## src/include/epr_pkg.sv

```systemverilog
// Purpose: Shared constants and types of the enable-pin routing slice
// Assumes: AXI4-Lite slave, 32-bit data, byte address is four times the index
// Notes: Indices below are kept as printed; only the low byte carries data
package epr_pkg;
    // ==========================================================
    // Bus geometry
    localparam int ADDR_W = 8;
    localparam int DATA_W = 32;
    localparam logic [1:0] RESP_OKAY = 2'h0;
    localparam logic [1:0] RESP_SLVERR = 2'h2;
    // ==========================================================
    // Register indices
    localparam logic [5:0] IDX_PIN3_HI = 6'h34;
    localparam logic [5:0] IDX_PIN4_LO = 6'h35;
    localparam logic [5:0] IDX_PIN4_HI = 6'h36;
    localparam logic [5:0] IDX_PG_STATUS = 6'h37;
    localparam logic [5:0] IDX_EVT_STATUS = 6'h3C;
    localparam logic [5:0] IDX_EVT_MASK = 6'h3D;
    // ==========================================================
    // Field layout and reset values
    localparam logic [7:0] HI_WR_MASK = 8'h3F;
    localparam logic [7:0] LO_WR_MASK = 8'hFF;
    localparam int HI_LDO9_BIT = 0;
    localparam int HI_LDO10_BIT = 1;
    localparam int HI_BUCK_LSB = 2;
    localparam logic [7:0] PG_RESET = 8'h00;
    localparam logic [7:0] EVT_RESET = 8'h00;
    localparam logic [7:0] MASK_RESET = 8'hFF;
    // ==========================================================
    // Types
    typedef struct packed {
        logic [7:0] pin3_hi;
        logic [7:0] pin4_lo;
        logic [7:0] pin4_hi;
    } epr_route_t;

    typedef struct packed {
        logic [3:0] ldo;
        logic [3:0] buck;
    } epr_pg_t;

    typedef struct packed {
        logic [3:0] buck_own;
        logic [9:0] ldo_own;
        logic [3:0] buck_en;
        logic [9:0] ldo_en;
    } epr_pin_ctl_t;
endpackage

```

## src/logic/epr_regs.sv

```systemverilog
// Purpose: Routing of enable pins three and four, power-good status
// Assumes: AXI4-Lite master; OTP defaults stable while resetn is low
// Notes: Register data sits in bits 7:0, upper bits read as zero
`timescale 1ns/10ps
`default_nettype none
module epr_regs (
    // Clock and reset
    input wire logic clk_sys,
    input wire logic resetn,
    // AXI4-Lite write address
    input wire logic [epr_pkg::ADDR_W-1:0] s_axil_awaddr,
    input wire logic [2:0] s_axil_awprot,
    input wire logic s_axil_awvalid,
    output logic s_axil_awready,
    // AXI4-Lite write data
    input wire logic [epr_pkg::DATA_W-1:0] s_axil_wdata,
    input wire logic [3:0] s_axil_wstrb,
    input wire logic s_axil_wvalid,
    output logic s_axil_wready,
    // AXI4-Lite write response
    output logic [1:0] s_axil_bresp,
    output logic s_axil_bvalid,
    input wire logic s_axil_bready,
    // AXI4-Lite read address
    input wire logic [epr_pkg::ADDR_W-1:0] s_axil_araddr,
    input wire logic [2:0] s_axil_arprot,
    input wire logic s_axil_arvalid,
    output logic s_axil_arready,
    // AXI4-Lite read data
    output logic [epr_pkg::DATA_W-1:0] s_axil_rdata,
    output logic [1:0] s_axil_rresp,
    output logic s_axil_rvalid,
    input wire logic s_axil_rready,
    // Fuse defaults
    input wire epr_pkg::epr_route_t otp_route_dflt,
    // Enable pins
    input wire logic enable_pin_three,
    input wire logic enable_pin_four,
    // Regulation comparators, bit 0 is unit 1
    input wire logic [3:0] buck_regulation_ok,
    input wire logic [3:0] ldo_regulation_ok,
    // Regulator control and interrupt
    output epr_pkg::epr_pin_ctl_t pin_ctl,
    output logic irq
);
    // ==========================================================
    // Helper functions
    function automatic logic [5:0] addr_idx(input logic [epr_pkg::ADDR_W-1:0] a);
        addr_idx = a[7:2];
    endfunction

    function automatic logic idx_mapped(input logic [5:0] idx);
        idx_mapped = (idx == epr_pkg::IDX_PIN3_HI) ||
                     (idx == epr_pkg::IDX_PIN4_LO) ||
                     (idx == epr_pkg::IDX_PIN4_HI) ||
                     (idx == epr_pkg::IDX_PG_STATUS) ||
                     (idx == epr_pkg::IDX_EVT_STATUS) ||
                     (idx == epr_pkg::IDX_EVT_MASK);
    endfunction

    // High route byte to {buck4..1, LDO10..1}
    function automatic logic [13:0] hi_vec(input logic [7:0] hi);
        logic [9:0] ldo;
        ldo = 10'h000;
        ldo[9] = hi[epr_pkg::HI_LDO10_BIT];
        ldo[8] = hi[epr_pkg::HI_LDO9_BIT];
        hi_vec = {hi[epr_pkg::HI_BUCK_LSB+3:epr_pkg::HI_BUCK_LSB], ldo};
    endfunction

    // ==========================================================
    // Declarations
    epr_pkg::epr_route_t route_r;
    epr_pkg::epr_route_t route_nxt;
    epr_pkg::epr_pg_t pg_sync;
    epr_pkg::epr_pg_t pg_r;
    epr_pkg::epr_pin_ctl_t pin_ctl_r;
    logic pin3_sync;
    logic pin4_sync;
    logic aw_held_r;
    logic w_held_r;
    logic [5:0] aw_idx_r;
    logic [7:0] wbyte_r;
    logic wstrb0_r;
    logic bvalid_r;
    logic [1:0] bresp_r;
    logic rvalid_r;
    logic [1:0] rresp_r;
    logic [7:0] rbyte_r;
    logic [7:0] evt_status;
    logic [7:0] evt_mask;
    logic evt_irq;
    logic irq_r;

    // ==========================================================
    // Input synchronisers
    epr_sync #(
        .W(2)
    ) u_pin_sync (
        .clk_sys(clk_sys),
        .resetn(resetn),
        .d_async({enable_pin_three, enable_pin_four}),
        .q({pin3_sync, pin4_sync})
    );

    // Comparators are analog levels, so they are synchronised too
    epr_sync #(
        .W(8)
    ) u_pg_sync (
        .clk_sys(clk_sys),
        .resetn(resetn),
        .d_async({ldo_regulation_ok, buck_regulation_ok}),
        .q(pg_sync)
    );

    // ==========================================================
    // Write channel decode
    wire aw_take = s_axil_awvalid && s_axil_awready;
    wire w_take = s_axil_wvalid && s_axil_wready;
    wire wr_fire = aw_held_r && w_held_r;
    wire wr_en = wr_fire && wstrb0_r;
    wire wr_pin3_hi = wr_en && (aw_idx_r == epr_pkg::IDX_PIN3_HI);
    wire wr_pin4_lo = wr_en && (aw_idx_r == epr_pkg::IDX_PIN4_LO);
    wire wr_pin4_hi = wr_en && (aw_idx_r == epr_pkg::IDX_PIN4_HI);
    wire wr_evt_mask = wr_en && (aw_idx_r == epr_pkg::IDX_EVT_MASK);
    wire [1:0] wr_resp = idx_mapped(aw_idx_r) ? epr_pkg::RESP_OKAY
                                              : epr_pkg::RESP_SLVERR;

    // Address and data wait for each other, in either order
    assign s_axil_awready = !aw_held_r && !bvalid_r;
    assign s_axil_wready = !w_held_r && !bvalid_r;
    assign s_axil_bvalid = bvalid_r;
    assign s_axil_bresp = bresp_r;

    // ==========================================================
    // Routing registers
    // Reserved bits never take write data
    assign route_nxt.pin3_hi = wr_pin3_hi ? (wbyte_r & epr_pkg::HI_WR_MASK)
                                          : route_r.pin3_hi;
    assign route_nxt.pin4_lo = wr_pin4_lo ? (wbyte_r & epr_pkg::LO_WR_MASK)
                                          : route_r.pin4_lo;
    assign route_nxt.pin4_hi = wr_pin4_hi ? (wbyte_r & epr_pkg::HI_WR_MASK)
                                          : route_r.pin4_hi;

    always_ff @(posedge clk_sys)
    begin
        if (!resetn)
        begin
            // Fuse values, trimmed to the writable bits
            route_r.pin3_hi <= otp_route_dflt.pin3_hi & epr_pkg::HI_WR_MASK;
            route_r.pin4_lo <= otp_route_dflt.pin4_lo & epr_pkg::LO_WR_MASK;
            route_r.pin4_hi <= otp_route_dflt.pin4_hi & epr_pkg::HI_WR_MASK;
        end
        else
        begin
            route_r <= route_nxt;
        end
    end

    // ==========================================================
    // Write handshake
    // Take and fire never meet: ready is low while the item is held
    always_ff @(posedge clk_sys)
    begin
        if (!resetn)
        begin
            aw_held_r <= 1'b0;
            aw_idx_r <= 6'h00;
        end
        else if (aw_take)
        begin
            aw_held_r <= 1'b1;
            aw_idx_r <= addr_idx(s_axil_awaddr);
        end
        else if (wr_fire)
        begin
            aw_held_r <= 1'b0;
        end
    end

    always_ff @(posedge clk_sys)
    begin
        if (!resetn)
        begin
            w_held_r <= 1'b0;
            wbyte_r <= 8'h00;
            wstrb0_r <= 1'b0;
        end
        else if (w_take)
        begin
            w_held_r <= 1'b1;
            wbyte_r <= s_axil_wdata[7:0];
            wstrb0_r <= s_axil_wstrb[0];
        end
        else if (wr_fire)
        begin
            w_held_r <= 1'b0;
        end
    end

    always_ff @(posedge clk_sys)
    begin
        if (!resetn)
        begin
            bvalid_r <= 1'b0;
            bresp_r <= epr_pkg::RESP_OKAY;
        end
        else if (wr_fire)
        begin
            bvalid_r <= 1'b1;
            bresp_r <= wr_resp;
        end
        else if (bvalid_r && s_axil_bready)
        begin
            bvalid_r <= 1'b0;
        end
    end

    // ==========================================================
    // Power-good status
    // Comparator state only; no bus path reaches pg_r
    always_ff @(posedge clk_sys)
    begin
        if (!resetn)
        begin
            pg_r <= epr_pkg::PG_RESET;
        end
        else
        begin
            pg_r.buck <= pg_sync.buck;
            pg_r.ldo <= pg_sync.ldo;
        end
    end

    // Loss of regulation is the event; reset value 0 avoids a false one
    wire [7:0] pg_lost = pg_r & ~pg_sync;

    // ==========================================================
    // Read channel
    wire ar_take = s_axil_arvalid && s_axil_arready;
    wire [5:0] rd_idx = addr_idx(s_axil_araddr);
    wire rd_sel_pin3_hi = rd_idx == epr_pkg::IDX_PIN3_HI;
    wire rd_sel_pin4_lo = rd_idx == epr_pkg::IDX_PIN4_LO;
    wire rd_sel_pin4_hi = rd_idx == epr_pkg::IDX_PIN4_HI;
    wire rd_sel_pg = rd_idx == epr_pkg::IDX_PG_STATUS;
    wire rd_sel_evt = rd_idx == epr_pkg::IDX_EVT_STATUS;
    wire rd_sel_mask = rd_idx == epr_pkg::IDX_EVT_MASK;
    wire rd_clr_evt = ar_take && rd_sel_evt;
    wire [7:0] rd_byte = rd_sel_pin3_hi ? route_r.pin3_hi :
                         rd_sel_pin4_lo ? route_r.pin4_lo :
                         rd_sel_pin4_hi ? route_r.pin4_hi :
                         rd_sel_pg ? pg_r :
                         rd_sel_evt ? evt_status :
                         rd_sel_mask ? evt_mask : 8'h00;
    wire [1:0] rd_resp = idx_mapped(rd_idx) ? epr_pkg::RESP_OKAY
                                            : epr_pkg::RESP_SLVERR;

    assign s_axil_arready = !rvalid_r;
    assign s_axil_rvalid = rvalid_r;
    assign s_axil_rresp = rresp_r;
    assign s_axil_rdata = {24'h000000, rbyte_r};

    always_ff @(posedge clk_sys)
    begin
        if (!resetn)
        begin
            rvalid_r <= 1'b0;
            rresp_r <= epr_pkg::RESP_OKAY;
            rbyte_r <= 8'h00;
        end
        else if (ar_take)
        begin
            rvalid_r <= 1'b1;
            rresp_r <= rd_resp;
            rbyte_r <= rd_byte;
        end
        else if (rvalid_r && s_axil_rready)
        begin
            rvalid_r <= 1'b0;
        end
    end

    // ==========================================================
    // Events and interrupt
    epr_evt_bank u_evt (
        .clk_sys(clk_sys),
        .resetn(resetn),
        .evt_set(pg_lost),
        .rd_clr(rd_clr_evt),
        .mask_wr(wr_evt_mask),
        .mask_wdata(wbyte_r),
        .status_r(evt_status),
        .mask_r(evt_mask),
        .irq(evt_irq)
    );

    // ==========================================================
    // Pin-to-regulator control
    // Pin three only reaches bucks and LDO9/10 from this slice
    wire [13:0] route3_vec = hi_vec(route_r.pin3_hi);
    wire [13:0] route4_vec = hi_vec(route_r.pin4_hi) |
                             {4'h0, 2'h0, route_r.pin4_lo};
    wire [13:0] own_vec = route3_vec | route4_vec;
    // A bit at 0 keeps that pin from touching the regulator
    wire [13:0] en_vec = (route3_vec & {14{pin3_sync}}) |
                         (route4_vec & {14{pin4_sync}});

    always_ff @(posedge clk_sys)
    begin
        if (!resetn)
        begin
            pin_ctl_r <= '0;
        end
        else
        begin
            pin_ctl_r.buck_own <= own_vec[13:10];
            pin_ctl_r.ldo_own <= own_vec[9:0];
            pin_ctl_r.buck_en <= en_vec[13:10];
            pin_ctl_r.ldo_en <= en_vec[9:0];
        end
    end

    assign pin_ctl = pin_ctl_r;

    // Registered so the pin never shows a decode glitch
    always_ff @(posedge clk_sys)
    begin
        if (!resetn)
        begin
            irq_r <= 1'b0;
        end
        else
        begin
            irq_r <= evt_irq;
        end
    end

    assign irq = irq_r;

    // Protection bits carry no meaning in this slice
    wire unused_prot = ^{s_axil_awprot, s_axil_arprot,
                         s_axil_wdata[31:8], s_axil_wstrb[3:1]};
endmodule
`default_nettype wire

```

## src/logic/epr_sync.sv

```systemverilog
// Purpose: Two-stage synchroniser for pins and comparator levels
// Assumes: Inputs are slow levels, not pulses
// Notes: First stage feeds only the second
`timescale 1ns/10ps
`default_nettype none
module epr_sync #(
    parameter int W = 1
) (
    // Clock and reset
    input wire logic clk_sys,
    input wire logic resetn,
    // Levels
    input wire logic [W-1:0] d_async,
    output logic [W-1:0] q
);
    logic [W-1:0] meta_r;

    always_ff @(posedge clk_sys)
    begin
        if (!resetn)
        begin
            meta_r <= '0;
            q <= '0;
        end
        else
        begin
            meta_r <= d_async;
            q <= meta_r;
        end
    end
endmodule
`default_nettype wire

```

## src/logic/epr_evt_bank.sv

```systemverilog
// Purpose: Sticky event status, mask and level interrupt
// Assumes: Status clears on read; mask bit at 1 blocks that event
// Notes: An event in the clearing cycle is kept
`timescale 1ns/10ps
`default_nettype none
module epr_evt_bank (
    // Clock and reset
    input wire logic clk_sys,
    input wire logic resetn,
    // Events and software access
    input wire logic [7:0] evt_set,
    input wire logic rd_clr,
    input wire logic mask_wr,
    input wire logic [7:0] mask_wdata,
    // State
    output logic [7:0] status_r,
    output logic [7:0] mask_r,
    output logic irq
);
    logic [7:0] status_nxt;

    // Set wins over the read clear
    assign status_nxt = (status_r & ~{8{rd_clr}}) | evt_set;
    assign irq = |(status_r & ~mask_r);

    always_ff @(posedge clk_sys)
    begin
        if (!resetn)
        begin
            status_r <= epr_pkg::EVT_RESET;
            mask_r <= epr_pkg::MASK_RESET;
        end
        else
        begin
            status_r <= status_nxt;
            if (mask_wr)
            begin
                mask_r <= mask_wdata;
            end
        end
    end
endmodule
`default_nettype wire

```

## config.mk

```make
export PLATFORM = sky130hd
export DESIGN_NAME = epr_regs
export DESIGN_NICKNAME = d
export VERILOG_FILES = /design/src/include/epr_pkg.sv /design/src/logic/epr_regs.sv /design/src/logic/epr_sync.sv /design/src/logic/epr_evt_bank.sv
export SDC_FILE = /design/constraint.sdc
export NUM_CORES = 1
export LEC_CHECK = 0
export BUFFER_PORTS_ARGS = -buffer_cell sky130_fd_sc_hd__buf_2
export CAP_MARGIN = 25
export CORE_MARGIN = 4
export CORE_UTILIZATION = 45
export DETAILED_ROUTE_END_ITERATION = 10
export PLACE_DENSITY = 0.75
export SYNTH_ARGS = -nofsm -noshare
export SYNTH_HDL_FRONTEND = slang
export SYNTH_SLANG_ARGS = --single-unit
```

## constraint.sdc

```tcl
create_clock -name clk_sys -period 2 [get_ports clk_sys]
set_input_delay 0.3 -clock clk_sys [delete_from_list [all_inputs] [get_ports clk_sys]]
set_output_delay 0.3 -clock clk_sys [all_outputs]
set_load 0.02 [all_outputs]
```

# Yosys cells after proc, flatten, opt, wreduce, memory -nomap -nowiden
# Index checks and enable logic that the tools add are counted.
[totals]
n_memories = 0
register_bits = 124
input_bits = 99
mem_bits_ro = 0
latchBits = 0
mem_bits_rw = 0
[classes]
mul = 0
eq_ne = 15
n_bitwise = 12
n_mux = 19
shift = 0
reduce_logical = 33
div = 0
magnitude_cmp = 0
n_addsub = 0
[op_table]
columns = ["cell", "n"]
rows = [
  ["$eq A6 B6 Y1 const B", 12],
  ["$mux W8", 7],
  ["$and A14 B14 Y14", 2],
  ["$or A14 B14 Y14", 2],
  ["$and A8 B8 Y8", 3],
  ["$not A8 Y8", 3],
  ["$mux W22", 1],
  ["$logic_and A1 B1 Y1", 14],
  ["$or A14 B8 Y14", 1],
  ["$mux W6", 2],
  ["$logic_or A1 B1 Y1", 10],
  ["$or A8 B8 Y8", 1],
  ["$reduce_bool A2 Y1", 4],
  ["$reduce_or A8 Y1", 1],
  ["$mux W1", 7],
  ["$ne A2 B1 Y1 const B", 3],
  ["$logic_not A1 Y1", 4],
  ["$mux W2", 2],
]

# Longest topological paths before layout
[depth]
depth_word = 7
mapped_depth = 6
mapped_depth_nobuf = 4

# Modules after synthesis
# A second synthesis with hierarchy kept.
[hier_totals]
cells_unflattened = 485
area_unflattened_um2 = 4809.6
[modules_own_cells]
columns = ["mod", "cells_each", "n_inst", "area_per_inst_um2"]
rows = [
  ["epr_regs", 379, 1, 3657.3],
  ["epr_evt_bank", 65, 1, 600.6],
  ["epr_sync (u_pg_sync)", 33, 1, 446.7],
  ["epr_sync (u_pin_sync)", 8, 1, 105.1],
]

# Least setup slack after synthesis
# Ideal clock, no wire load.
[synth_path]
path_type = "register to register"
startpoint = "reg w_held_r"
endpoint = "reg route_r[10] (netlist name) (enable)"
synth_period_minus_slack_ns = 1.918
t_arrival_ns = 1.520
slack_ns = 0.082
setup_time_ns = 0.398
path_stages_with_launch = 3
path_cell_list = "dfxtp_1 > nand3_2 > o41ai_1"
[synth_between]
elab_chain_cells = 4
[synth_rtl]
columns = ["item", "line_no", "rtl"]
rows = [
  ["from (decl)", "epr_regs.sv:80", "logic w_held_r;"],
  ["from (signal assigned)", "epr_regs.sv:184", "w_held_r <= 1'b0;"],
  ["from (signal assigned)", "epr_regs.sv:190", "w_held_r <= 1'b1;"],
  ["from (signal assigned)", "epr_regs.sv:196", "w_held_r <= 1'b0;"],
  ["$logic_and A1 B1 Y1", "epr_regs.sv:119", "wire wr_fire = aw_held_r && w_held_r;"],
  ["$logic_and A1 B1 Y1", "epr_regs.sv:120", "wire wr_en = wr_fire && wstrb0_r;"],
  ["$logic_and A1 B1 Y1", "epr_regs.sv:122", "wire wr_pin4_lo = wr_en && (aw_idx_r == epr_pkg::IDX_PIN4_LO);"],
  ["$ne A2 B1 Y1 (no source line)", "n/a", ""],
  ["to (signal assigned)", "epr_regs.sv:155", "route_r <= route_nxt;"],
  ["to (decl)", "epr_regs.sv:72", "epr_pkg::epr_route_t route_r;"],
]
# Every way passes these cells.
# A chain may end at the register's enable or synchronous reset.

# Final worst setup path
[layout_path]
startpoint = "reg aw_held_r"
endpoint = "reg route_r, in the netlist route3_vec[8] (enable)"
[layout_between]
elab_chain_cells = 4
[layout_rtl]
columns = ["item", "line_no", "rtl"]
rows = [
  ["from (decl)", "epr_regs.sv:79", "logic aw_held_r;"],
  ["from (signal assigned)", "epr_regs.sv:166", "aw_held_r <= 1'b0;"],
  ["from (signal assigned)", "epr_regs.sv:171", "aw_held_r <= 1'b1;"],
  ["from (signal assigned)", "epr_regs.sv:176", "aw_held_r <= 1'b0;"],
  ["$logic_and A1 B1 Y1", "epr_regs.sv:119", ""],
  ["$logic_and A1 B1 Y1", "epr_regs.sv:120", ""],
  ["$logic_and A1 B1 Y1", "epr_regs.sv:121", "wire wr_pin3_hi = wr_en && (aw_idx_r == epr_pkg::IDX_PIN3_HI);"],
  ["$ne A2 B1 Y1 (no source line)", "n/a", ""],
]
# Every way passes these cells.

==> flow_summary.json <==
{
  "worstPathCellList": "nand3_2, or4_1, o21ai_0, buf_4",
  "netlist_top_cells_area": "dfxtp_1 43%, edfxtp_1 13%, and2_1 5.0%",
  "rows": 37,
  "grt_pass1_wl_um": 18100,
  "r2r-end": "route3_vec[8]",
  "grt_max_degree": 29,
  "coreArea_um2": 10300,
  "critical_path.top_delay_family": "simple AND/OR/NAND/NOR gates",
  "clockBufferDepth": 2,
  "antenna_left": 0,
  "max_freq_mhz": 598,
  "cts_tree": "yes",
  "maxCapViolations": 0,
  "power_density_nw_per_um2": 1040,
  "grt_pass1_vias": 3822,
  "clk_latency_ns": 0.51,
  "cts_max_level": 4,
  "synthArstFlopShare": 0,
  "wire_per_inst_um": 14.6,
  "synth_ff_type": "dfxtp_1",
  "synth_area_leader_cell": "dfxtp_1",
  "finalClockSkew_ns": 0.00874,
  "dp_cells": 711,
  "synth_top_area_frac": 0.428,
  "syn_inst": 489,
  "place_congestion": 0.892,
  "endpoint_kind": "flop",
  "port_buffers": 101,
  "critPathLaunchType": "flop",
  "die_area_um2": 12300,
  "hold_viol": 0,
  "ir_drop_mv": 0.619,
  "regToRegSetupSlack_ns": 0.33,
  "avgSynthCellArea_um2": 9.76,
  "period_needed_ns": 1.67,
  "timing.rr.start": "aw_held_r",
  "wirelength_um": 11000,
  "cp_num_buf_inv": 1,
  "placed_area_um2": 5310,
  "synth_edf_count": 20,
  "drive_gt1_frac": 0.250,
  "final_cells": 752,
  "die_w_um": 111,
  "path_max_fanout": 6,
  "worst_ep_arrival_time_ns": 1.89,
  "vias": 3788,
  "clk_pin_slew_ns": 0.06,
  "slowest_stage": "dfxtp_1",
  "criticalPathCategory": "reg2reg",
  "r2r_cells": 4,
  "yosysWarningCount": 0,
  "min_path_type": "in2reg",
  "synth_cell_types": 41,
  "hold_end": "u_pg_sync.meta_r[1]",
  "via_per_inst": 5.04,
  "initial_core_util": 0.462,
  "route.detailed.drc": 0,
  "worstHoldStart": "buck_regulation_ok[1]",
  "cts_root_buf": "clkbuf_8",
  "place_hpwl_um": 7950,
  "finalPower_uw": 6250,
  "leakage_uw": 0.00271,
  "antenna_cells": 0,
  "fin_area_um2": 6020,
  "cpPeakStageDelay_ns": 0.43,
  "initialDrtViolationCount": 283,
  "overflow": 0,
  "min_path_cells": 2,
  "finalSetupViolCount": 0,
  "slew_viol_final": 0,
  "area_growth_pct": 26.1,
  "first_pass_iters": 5,
  "track_usage": 0.184,
  "outcome": "completed",
  "layout_commonest_cell": "dfxtp_1",
  "antenna_found_initial": 0,
  "synth-seq-cells": 122,
  "fin_nets": 702,
  "cts_made_buffers": 17,
  "ys_seq_area_frac": 0.554,
  "io_pins": 169,
  "fin_crit_sh": 0.836,
  "synth_area_um2": 4770,
  "cp.required_ns": 2.22,
  "tns_ns": 0,
  "clock_sinks": 122,
  "rsz0062_at_grt": "no",
  "most-common-layout-cells": "102 x dfxtp_1, 101 x buf_2, 43 x nand2_1",
  "die_y_um": 111
}
state kept, by name (all words and copies together), names as in the netlist, 2 cells and up:
| register | cells |
|---|---|
| aw_idx_r | 6 |
| pg_r | 8 |
| pin_ctl | 28 |
| rbyte_r | 8 |
| route3_vec | 6 |
| route_r | 14 |
| u_evt.mask_r | 8 |
| u_evt.status_r | 8 |
| u_pg_sync.meta_r | 8 |
| u_pg_sync.q | 8 |
| u_pin_sync.meta_r | 2 |
| u_pin_sync.q | 2 |
| wbyte_r | 8 |
how the worst max path moves through the flow:
stage	start	end	slack, ns	cells past startpoint
floorplan	w_held_r	route_r[10]	0.08	2
global placement	s_axil_araddr[4]	rbyte_r[0]	0.38	5
detailed placement	s_axil_araddr[4]	rbyte_r[4]	0.31	6
CTS	aw_idx_r[2]	route3_vec[8]	0.32	4
global route	w_held_r	route3_vec[9]	0.19	4
finish	aw_held_r	route3_vec[8]	0.33	4
Yosys cell counts, types with 7 or more instances:
cell        n
a21oi_1    30
a221oi_1    7
and2_1     38
and3_1      9
buf_2       7
buf_4      28
clkbuf_1   15
dfxtp_1   102
edfxtp_1   20
inv_1      36
mux2i_1    12
nand2_1    43
nand2b_1    9
nor2_1     36
nor2b_1    17
o21ai_0    27
logic make-up after synthesis:
family / share of synthesized area
compound gates: 0.129
buf+inv: 0.0970
flops: 0.554
mux: 0.0299
other cells: 0.000786
simple gates: 0.189
worst register-to-register path, delay by kind of cell (launching register included):
| kind | cells | cell delay, ns |
|---|---|---|
| compound gates | 1 | 0.17 |
| buf+inv | 1 | 0.19 |
| flops | 1 | 0.43 |
| simple gates | 2 | 0.58 |
metal layers:
| metal | share of wire | routed length [um] | global-route usage | vias to the layer above |
|---|---|---|---|---|
| met5 | 0 | 0 | 0 | - |
| met4 | 0.035 | 383 | 0.102 | 0 |
| met1 | 0.42 | 4560 | 0.214 | 1755 |
| met2 | 0.47 | 5200 | 0.303 | 169 |
| li1 | - | - | - | 1831 |
| met3 | 0.075 | 824 | 0.0524 | 33 |
power by group:
group | total [uW] | internal, uW | switching [uW]
clock network | 3070 | 1940 | 1130
logic | 485 | 186 | 299
registers | 2690 | 2620 | 77.0
total | 6250 | 4750 | 1500
area by class of cell:
class	count	area (um^2)
flip-flops and latches	122	2640
fillers	872	4310
multi-input cells	303	1770
well taps	136	170
repair buffers	122	686
clock inverters	13	150
inverters	37	139
clock buffers	19	464
stage by stage:
stage / setup slack (ns) / hold slack, ns / utilization
6_report: 0.328 / 0.00682 / 0.583
5_1_grt: 0.189 / 0.00457 / 0.583
4_1_cts: 0.325 / 0.00221 / 0.583
3_5_place_dp: 0.311 / 0.419 / 0.515
3_3_place_gp: 0.378 / 0.416 / 0.515
2_1_floorplan: 0.0820 / 0.400 / -
repair_timing:
| item | 4_1_cts | 5_1_grt |
|---|---|---|
| setup buffers | 0 | 0 |
| resized for setup | 0 | 0 |
| hold buffers | 9 | 0 |
| endpoints found under the hold margin | 9 | 0 |
Power figures use the tool's default switching activity.
